`src/common/serial_status_pkg.sv`:
```
`default_nettype none
package serial_status_pkg;
  // register byte offsets
  localparam logic [3:0] ADDR_STATUS   = 4'h0;
  localparam logic [3:0] ADDR_CONTROL  = 4'h4;
  localparam logic [3:0] ADDR_IRQ_STAT = 4'h8;
  localparam logic [3:0] ADDR_IRQ_MASK = 4'hC;
  // serial_status bit positions
  localparam int B_TXE  = 7;
  localparam int B_RXF  = 6;
  localparam int B_OVR  = 5;
  localparam int B_FRM  = 4;
  localparam int B_PAR  = 3;
  localparam int B_TRANSMIT_DONE_FLAG = 2;
  localparam int B_RXMP = 1;
  localparam int B_TXMP = 0;
  // serial_control bit positions
  localparam int C_TIE  = 7;
  localparam int C_RIE  = 6;
  localparam int C_TE   = 5;
  localparam int C_RE   = 4;
  localparam int C_MULTIPROC_INTERRUPT_ENABLE = 3;
  // interrupt status / mask bit positions
  localparam int I_TXE  = 0;
  localparam int I_RXF  = 1;
  localparam int I_OVR  = 2;
  localparam int I_FRM  = 3;
  localparam int I_PAR  = 4;
  localparam int I_TRANSMIT_DONE_FLAG = 5;
  localparam int IRQ_W  = 6;
  // values after reset
  localparam logic [7:0]       STATUS_RESET  = 8'h84;
  localparam logic [7:0]       CONTROL_RESET = 8'h00;
  localparam logic [IRQ_W-1:0] IRQ_RESET     = 6'h00;
  localparam logic [1:0]       RESP_OKAY     = 2'h0;
  localparam logic [1:0]       RESP_SLVERR   = 2'h2;

  typedef struct packed {
    logic tx_buffer_empty_flag;
    logic rx_buffer_full_flag;
    logic overrun_error_flag;
    logic framing_error_flag;
    logic parity_error_flag;
    logic transmit_done_flag;
    logic rx_multiproc_bit;
    logic tx_multiproc_bit;
  } serial_status_s;

  typedef struct packed {
    logic load;
    logic last_bit;
  } tx_event_s;

  typedef struct packed {
    logic       done;
    logic       mp_bit;
    logic [1:0] stop_bits;
    logic       parity_ok;
  } rx_frame_s;
endpackage
`default_nettype wire

```
`src/hw/serial_status_flags.sv`:
```
// Design decisions made here: register access over AXI4-Lite and the register addresses.
`timescale 1ns/1ps
`default_nettype none
module serial_status_flags
  import serial_status_pkg::*;
(
  input  wire logic        aclk,
  input  wire logic        aresetn,
  input  wire logic [3:0]  awaddr,
  input  wire logic        awvalid,
  output logic             awready,
  input  wire logic [31:0] wdata,
  input  wire logic [3:0]  wstrb,
  input  wire logic        wvalid,
  output logic             wready,
  output logic [1:0]       bresp,
  output logic             bvalid,
  input  wire logic        bready,
  input  wire logic [3:0]  araddr,
  input  wire logic        arvalid,
  output logic             arready,
  output logic [31:0]      rdata,
  output logic [1:0]       rresp,
  output logic             rvalid,
  input  wire logic        rready,
  input  wire tx_event_s   tx_ev,
  input  wire rx_frame_s   rx_frame,
  input  wire logic        xfer_tx_write,
  input  wire logic        xfer_rx_read,
  output logic             transmit_enable,
  output logic             receive_enable,
  output logic             tx_multiproc_bit,
  output logic             rx_word_load,
  output logic             tx_interrupt_request,
  output logic             rx_interrupt_request,
  output logic             irq
);

  logic             aw_have_q;
  logic [3:0]       aw_addr_q;
  logic             w_have_q;
  logic [7:0]       w_data_q;
  logic             w_strb_q;
  logic             bvalid_q;
  logic [1:0]       bresp_q;
  logic             rvalid_q;
  logic [31:0]      rdata_q;
  logic [1:0]       rresp_q;
  logic             txe_q;
  logic             rxf_q;
  logic             ovr_q;
  logic             frm_q;
  logic             par_q;
  logic             transmit_done_flag_q;
  logic             rxmp_q;
  logic             txmp_q;
  logic [7:0]       ctrl_q;
  logic [7:3]       arm_q;
  logic [IRQ_W-1:0] irq_st_q;
  logic [IRQ_W-1:0] irq_mask_q;
  logic             rx_word_load_q;
  serial_status_s   status;
  logic [7:0]       status_v;
  logic             wr_fire;
  logic             wr_en;
  logic             wr_status;
  logic             rd_fire;
  logic             rd_status;
  logic [7:3]       clr_req;
  logic             te;
  logic             txe_clr;
  logic             rxf_clr;
  logic             rx_take;
  logic             rx_skip;
  logic             rx_norm;
  logic             ovr_set;
  logic             frm_set;
  logic             par_set;
  logic             rxf_set;
  logic             transmit_done_flag_set;
  logic             multiproc_interrupt_enable_clr;
  logic [IRQ_W-1:0] irq_ev;
  logic [7:0]       rd_mux;
  logic             rd_hit;
  logic             wr_hit;

  // ---------------- AXI4-Lite write path ----------------
  // address and data are latched separately so either may come first
  assign awready = !aw_have_q;
  assign wready  = !w_have_q;
  assign wr_fire = aw_have_q && w_have_q && !bvalid_q;
  assign wr_en   = wr_fire && w_strb_q;
  assign wr_hit  = (aw_addr_q == ADDR_STATUS) || (aw_addr_q == ADDR_CONTROL) ||
                   (aw_addr_q == ADDR_IRQ_STAT) || (aw_addr_q == ADDR_IRQ_MASK);
  assign wr_status = wr_en && (aw_addr_q == ADDR_STATUS);
  always_ff @(posedge aclk) begin
    if (!aresetn) begin
      aw_have_q <= 1'b0;
      aw_addr_q <= 4'h0;
    end else if (awvalid && awready) begin
      aw_have_q <= 1'b1;
      aw_addr_q <= awaddr;
    end else if (wr_fire) begin
      aw_have_q <= 1'b0;
    end
  end
  always_ff @(posedge aclk) begin
    if (!aresetn) begin
      w_have_q <= 1'b0;
      w_data_q <= 8'h00;
      w_strb_q <= 1'b0;
    end else if (wvalid && wready) begin
      w_have_q <= 1'b1;
      w_data_q <= wdata[7:0];
      w_strb_q <= wstrb[0];
    end else if (wr_fire) begin
      w_have_q <= 1'b0;
    end
  end
  always_ff @(posedge aclk) begin
    if (!aresetn) begin
      bvalid_q <= 1'b0;
      bresp_q  <= RESP_OKAY;
    end else if (wr_fire) begin
      bvalid_q <= 1'b1;
      bresp_q  <= wr_hit ? RESP_OKAY : RESP_SLVERR;
    end else if (bready) begin
      bvalid_q <= 1'b0;
    end
  end

  assign bvalid = bvalid_q;
  assign bresp  = bresp_q;
  // ---------------- AXI4-Lite read path ----------------
  assign arready   = !rvalid_q;
  assign rd_fire   = arvalid && arready;
  assign rd_status = rd_fire && (araddr == ADDR_STATUS);
  always_comb begin
    rd_mux = 8'h00;
    rd_hit = 1'b1;
    case (araddr) // an unaligned offset falls to the error answer
      ADDR_STATUS:   rd_mux = status_v;
      ADDR_CONTROL:  rd_mux = ctrl_q;
      ADDR_IRQ_STAT: rd_mux = {2'b00, irq_st_q};
      ADDR_IRQ_MASK: rd_mux = {2'b00, irq_mask_q};
      default:       rd_hit = 1'b0;
    endcase
  end
  always_ff @(posedge aclk) begin
    if (!aresetn) begin
      rvalid_q <= 1'b0;
      rdata_q  <= 32'h0000_0000;
      rresp_q  <= RESP_OKAY;
    end else if (rd_fire) begin
      rvalid_q <= 1'b1;
      rdata_q  <= {24'h00_0000, rd_mux};
      rresp_q  <= rd_hit ? RESP_OKAY : RESP_SLVERR;
    end else if (rready) begin
      rvalid_q <= 1'b0;
    end
  end
  assign rvalid = rvalid_q;
  assign rdata  = rdata_q;
  assign rresp  = rresp_q;
  // ---------------- control register ----------------
  always_ff @(posedge aclk) begin
    if (!aresetn) begin
      ctrl_q <= CONTROL_RESET;
    end else if (wr_en && (aw_addr_q == ADDR_CONTROL)) begin
      ctrl_q <= {w_data_q[7:3], 3'b000};
    end else if (multiproc_interrupt_enable_clr) begin
      ctrl_q[C_MULTIPROC_INTERRUPT_ENABLE] <= 1'b0;
    end
  end
  assign te              = ctrl_q[C_TE];
  assign transmit_enable = ctrl_q[C_TE];
  assign receive_enable  = ctrl_q[C_RE];
  // ---------------- clear arming ----------------
  // a zero only clears a flag software has actually seen at 1
  always_ff @(posedge aclk) begin
    if (!aresetn) begin
      arm_q <= 5'h00;
    end else begin
      for (int i = 3; i <= 7; i++) begin
        if (!status_v[i]) begin
          arm_q[i] <= 1'b0;
        end else if (rd_status) begin
          arm_q[i] <= 1'b1;
        end else if (wr_status && !w_data_q[i]) begin
          arm_q[i] <= 1'b0;
        end
      end
    end
  end

  // a written 1 never reaches a flag
  assign clr_req = arm_q & ~w_data_q[7:3] & {5{wr_status}};
  // ---------------- transmit side ----------------
  assign txe_clr  = clr_req[B_TXE] || (xfer_tx_write && tx_interrupt_request);
  assign transmit_done_flag_set = tx_ev.last_bit && txe_q;

  // set wins over clear in every flag below
  always_ff @(posedge aclk) begin
    if (!aresetn) begin
      txe_q <= STATUS_RESET[B_TXE];
    end else if (!te || tx_ev.load) begin
      txe_q <= 1'b1;
    end else if (txe_clr) begin
      txe_q <= 1'b0;
    end
  end
  always_ff @(posedge aclk) begin
    if (!aresetn) begin
      transmit_done_flag_q <= STATUS_RESET[B_TRANSMIT_DONE_FLAG];
    end else if (!te || transmit_done_flag_set) begin
      transmit_done_flag_q <= 1'b1;
    end else if (txe_clr) begin
      transmit_done_flag_q <= 1'b0;
    end
  end
  always_ff @(posedge aclk) begin
    if (!aresetn) begin
      txmp_q <= STATUS_RESET[B_TXMP];
    end else if (wr_en && (aw_addr_q == ADDR_STATUS)) begin
      txmp_q <= w_data_q[B_TXMP];
    end
  end
  assign tx_multiproc_bit = txmp_q;

  // ---------------- receive side ----------------
  // frames are ignored while receive is disabled, so no receive flag can be set then
  assign rx_take  = rx_frame.done && ctrl_q[C_RE];
  assign rx_skip  = rx_take && ctrl_q[C_MULTIPROC_INTERRUPT_ENABLE] && !rx_frame.mp_bit;
  assign multiproc_interrupt_enable_clr = rx_take && ctrl_q[C_MULTIPROC_INTERRUPT_ENABLE] && rx_frame.mp_bit;
  assign rx_norm  = rx_take && !rx_skip;
  assign ovr_set  = rx_norm && rxf_q;
  // only the first stop bit is judged, even with two configured
  assign frm_set  = rx_norm && !rxf_q && !rx_frame.stop_bits[0];
  assign par_set  = rx_norm && !rxf_q && !rx_frame.parity_ok;
  assign rxf_set  = rx_norm && !rxf_q && rx_frame.stop_bits[0] && rx_frame.parity_ok;
  assign rxf_clr  = clr_req[B_RXF] || (xfer_rx_read && rx_interrupt_request);
  always_ff @(posedge aclk) begin
    if (!aresetn) begin
      rxf_q <= STATUS_RESET[B_RXF];
    end else if (rxf_set) begin
      rxf_q <= 1'b1;
    end else if (rxf_clr) begin
      rxf_q <= 1'b0;
    end
  end
  always_ff @(posedge aclk) begin
    if (!aresetn) begin
      ovr_q <= STATUS_RESET[B_OVR];
    end else if (ovr_set) begin
      ovr_q <= 1'b1;
    end else if (clr_req[B_OVR]) begin
      ovr_q <= 1'b0;
    end
  end
  always_ff @(posedge aclk) begin
    if (!aresetn) begin
      frm_q <= STATUS_RESET[B_FRM];
    end else if (frm_set) begin
      frm_q <= 1'b1;
    end else if (clr_req[B_FRM]) begin
      frm_q <= 1'b0;
    end
  end
  always_ff @(posedge aclk) begin
    if (!aresetn) begin
      par_q <= STATUS_RESET[B_PAR];
    end else if (par_set) begin
      par_q <= 1'b1;
    end else if (clr_req[B_PAR]) begin
      par_q <= 1'b0;
    end
  end
  always_ff @(posedge aclk) begin
    if (!aresetn) begin
      rxmp_q <= STATUS_RESET[B_RXMP];
    end else if (rx_take) begin
      rxmp_q <= rx_frame.mp_bit;
    end
  end
  always_ff @(posedge aclk) begin
    if (!aresetn) begin
      rx_word_load_q <= 1'b0;
    end else begin
      rx_word_load_q <= rxf_set;
    end
  end
  assign rx_word_load = rx_word_load_q;

  assign status   = '{txe_q, rxf_q, ovr_q, frm_q, par_q, transmit_done_flag_q, rxmp_q, txmp_q};
  assign status_v = status;

  assign tx_interrupt_request = txe_q && ctrl_q[C_TIE];
  assign rx_interrupt_request = rxf_q && ctrl_q[C_RIE];

  // ---------------- interrupt status and mask ----------------
  always_comb begin
    irq_ev         = '0;
    irq_ev[I_TXE]  = tx_ev.load && te;
    irq_ev[I_RXF]  = rxf_set;
    irq_ev[I_OVR]  = ovr_set;
    irq_ev[I_FRM]  = frm_set;
    irq_ev[I_PAR]  = par_set;
    irq_ev[I_TRANSMIT_DONE_FLAG] = transmit_done_flag_set && te;
  end

  always_ff @(posedge aclk) begin
    if (!aresetn) begin
      irq_st_q <= IRQ_RESET;
    end else if (wr_en && (aw_addr_q == ADDR_IRQ_STAT)) begin
      irq_st_q <= (irq_st_q & ~w_data_q[IRQ_W-1:0]) | irq_ev;
    end else begin
      irq_st_q <= irq_st_q | irq_ev;
    end
  end

  always_ff @(posedge aclk) begin
    if (!aresetn) begin
      irq_mask_q <= IRQ_RESET;
    end else if (wr_en && (aw_addr_q == ADDR_IRQ_MASK)) begin
      irq_mask_q <= w_data_q[IRQ_W-1:0];
    end
  end

  assign irq = |(irq_st_q & irq_mask_q);
endmodule // serial_status_flags
`default_nettype wire

```
`config.mk`:
```
export PLATFORM = sky130hd
export DESIGN_NAME = serial_status_flags
export DESIGN_NICKNAME = d
export VERILOG_FILES = /design/src/common/serial_status_pkg.sv /design/src/hw/serial_status_flags.sv
export SDC_FILE = /design/constraint.sdc
export NUM_CORES = 1
export LEC_CHECK = 0
export BUFFER_PORTS_ARGS = -buffer_cell sky130_fd_sc_hd__clkbuf_2
export CAP_MARGIN = 10
export CORE_MARGIN = 1.5
export CORE_UTILIZATION = 40
export DETAILED_ROUTE_END_ITERATION = 7
export PLACE_DENSITY = 0.79
export SLEW_MARGIN = 15
export SYNTH_ARGS = -nofsm -noshare
export SYNTH_HDL_FRONTEND = slang
export SYNTH_SLANG_ARGS = --single-unit
```
`constraint.sdc`:
```
create_clock -name aclk -period 2.1 [get_ports aclk]
set_input_delay 0.42 -clock aclk [delete_from_list [all_inputs] [get_ports aclk]]
set_output_delay 0.42 -clock aclk [all_outputs]
set_load 0.005 [all_outputs]
```
==> impl_metrics.json <==
{
  "leakage_nw": 1.24,
  "grt_max_degree": 36,
  "die_area_mm2": 0.00692,
  "vias": 2193,
  "postCtsSetupBuffers": 0,
  "cap_violations": 0,
  "netlist_instances": 295,
  "drt-initial-drc-count": 150,
  "antenna_left": 0,
  "fin_crit_sh_pct": 94.7,
  "first_pass_iters": 4,
  "ys_ff_latch": 58,
  "syn_area_mm2": 0.00257,
  "status": "complete, no violations",
  "final-seq-area_mm2": 0.00116,
  "crit_path_max_fanout": 4,
  "yosysWarnings": 0,
  "viasPerCell": 5.04,
  "first_global_vias": 1966,
  "finalPower_w": 0.00221,
  "ys_seq_area_share_pct": 45.1,
  "fin_nets": 414,
  "grt_antenna_before_repair": 0,
  "cpMaxStageDelayCell": "or4b_4",
  "grt_busiest_layer": "met2",
  "post-route-drc-count": 0,
  "use_met2_pct": 26.2,
  "cts_buffers": 9,
  "report.final.slew_viol_count": 0,
  "dpl.hpwl_um": 4270,
  "power_frac_clock_pct": 40.7,
  "power_density_mw_per_mm2": 737,
  "synth-async-reset-ratio_pct": 0,
  "synth.area.top_cells": "dfxtp_1 (45%), buf_4 (7.6%), nand2_1 (6.3%)",
  "multi_input_area_mm2": 0.00124,
  "synthTopCellsByCount": "dfxtp_1 (58), nand2_1 (43), nor2_1 (33)",
  "synth_top_area_cell": "dfxtp_1",
  "power_frac_comb_pct": 7.2,
  "htree_levels": 3,
  "avgSynthCellArea_um2": 8.72,
  "synthToLayoutAreaGrowth_pct": 16.7,
  "finalInstanceArea_mm2": 0.00300,
  "use_met1_pct": 22.5,
  "cp.arrival_ns": 2.23,
  "ys.flop_type": "dfxtp_1",
  "insertion_delay_ns": 0.34,
  "p_sw_w": 0.000547,
  "drive_gt1_share_pct": 24.3,
  "path_cells": "or4b_4, or4_4, or3b_1, a21o_1",
  "use_met3_pct": 7.75,
  "cts_tree": "done",
  "rows": 29,
  "cts.repair.resized": 0,
  "power.share.switching_pct": 24.7,
  "diodes": 0,
  "maxSlewHeadroom_pct": 66.3,
  "clk_path_buf_depth": 2,
  "wl_per_cell_um": 13.4,
  "path_clk_slew_ns": 0.07,
  "vdd_drop_max_v": 0.000358,
  "ios": 108,
  "hold_class": "in -> reg",
  "tns_ns": 0,
  "hold_viol": 0,
  "start_util_pct": 41.0,
  "yosysMostFrequentCell": "dfxtp_1",
  "critPathMaxStageDelay_ns": 0.58,
  "cp_data_required_time_ns": 2.34,
  "routed_wl_um": 5840,
  "synth_top_area_share_pct": 45.1,
  "core-area_mm2": 0.00628,
  "seq_power_share_pct": 52.1,
  "fillCellCount": 637,
  "max_freq_mhz": 503,
  "grt_pass1_wl_um": 9450,
  "finClkSkew_ns": 0.00742,
  "cts_hold_buf": 0,
  "grt.overflow.total": 0,
  "grt_use_total_pct": 17.5,
  "yosysUniqueCellTypes": 43,
  "synth_edf_count": 0,
  "clkSinkCount": 58,
  "p_int_w": 0.00167,
  "rsz0062_at_grt": "no",
  "place_area_mm2": 0.00283,
  "startpoint_type": "flop",
  "setup_viol": 0,
  "period_minus_slack_ns": 1.99,
  "worst_pin_slew_ns": 0.504,
  "port-buffer-count": 53,
  "die_h_um": 83.2,
  "path_class": "reg -> reg",
  "place.gp.congestion": 0.845,
  "ctsRootBufferMaster": "clkbuf_8",
  "die_x_um": 83.2,
  "cp-end-kind": "flop"
}
[registers in the layout, indices dropped and copies added (netlist names), 4 cells and up]
name	cells
rdata	8
irq_st_q	6
aw_addr_q	4
w_data_q	8
ctrl_q	5
irq_mask_q	6
arm_q	5
[worst paths after layout]
path / startpoint / end / depth (start not counted) / slack [ns]
worst max register to register: bvalid / rxf_q / 4 / 0.11
worst max-delay path: bvalid / rxf_q / 4 / 0.11
worst min register to register: rdata[1] / rdata[1] / 2 / 0.45
worst min-delay path: wdata[5] / w_data_q[5] / 3 / 0.30
[power by group through the flow]
stage	clock [W]	sequential [W]	combinational [W]
2_1_floorplan	0	0.00117	0.000132
3_3_place_gp	0	0.00117	0.000156
3_5_place_dp	0	0.00118	0.000158
4_1_cts	0.000927	0.00115	0.000159
5_1_grt	0.000989	0.00116	0.000180
6_report	0.000901	0.00115	0.000160
[routing by layer]
metal  vias up  wire [um]  share of wire [%]
met5         -          0                  0
met4         0         73                1.3
met3         9        590                 10
met2       102       2540                 44
met1       986       2630                 45
li1       1096          -                  -
[cells in the final DEF (no fill, tap or decap), types with 5 or more instances in the layout]
master / n
a21oi_1: 25
clkbuf_2: 53
mux2_2: 6
nand3_1: 8
buf_4: 6
nor2_1: 33
inv_1: 5
clkbuf_8: 11
a22oi_1: 9
mux2i_1: 16
o21ai_0: 9
nand2_1: 43
conb_1: 26
dfxtp_1: 58
[cell families after synthesis]
family                 Yosys count  synth area share, %
AND/OR/NAND/NOR                112                 21.0
AO/OA/AOI/OAI                   60                 14.7
flip-flops                      58                 45.1
buffers and inverters           42                 10.2
multiplexers                    22                 8.85
other                            1                0.146
[worst max-delay path: cells and delay by family (launching register included)]
family,cells,cell delay [ns]
simple gates,3,1.39
compound gates,1,0.17
flops,1,0.33
[metrics by stage]
step	hold slack (ns)	std cells	utilization (%)	worst slack (ns)
2_1_floorplan	0.434	320	-	0.0427
3_3_place_gp	0.440	420	45.1	0.126
3_5_place_dp	0.447	420	45.1	0.108
4_1_cts	0.284	435	47.8	0.102
5_1_grt	0.293	435	47.8	0.0271
6_report	0.301	435	47.8	0.112
[area by class of cell]
cell class	count	area share, %
clock buffer	12	5.17
sequential	58	38.7
timing repair buffer	59	10.3
clock inverter	3	0.500
inverter	6	0.750
multi-input combinational	220	41.4
tap	77	3.21
Power figures use the tool's default switching activity.
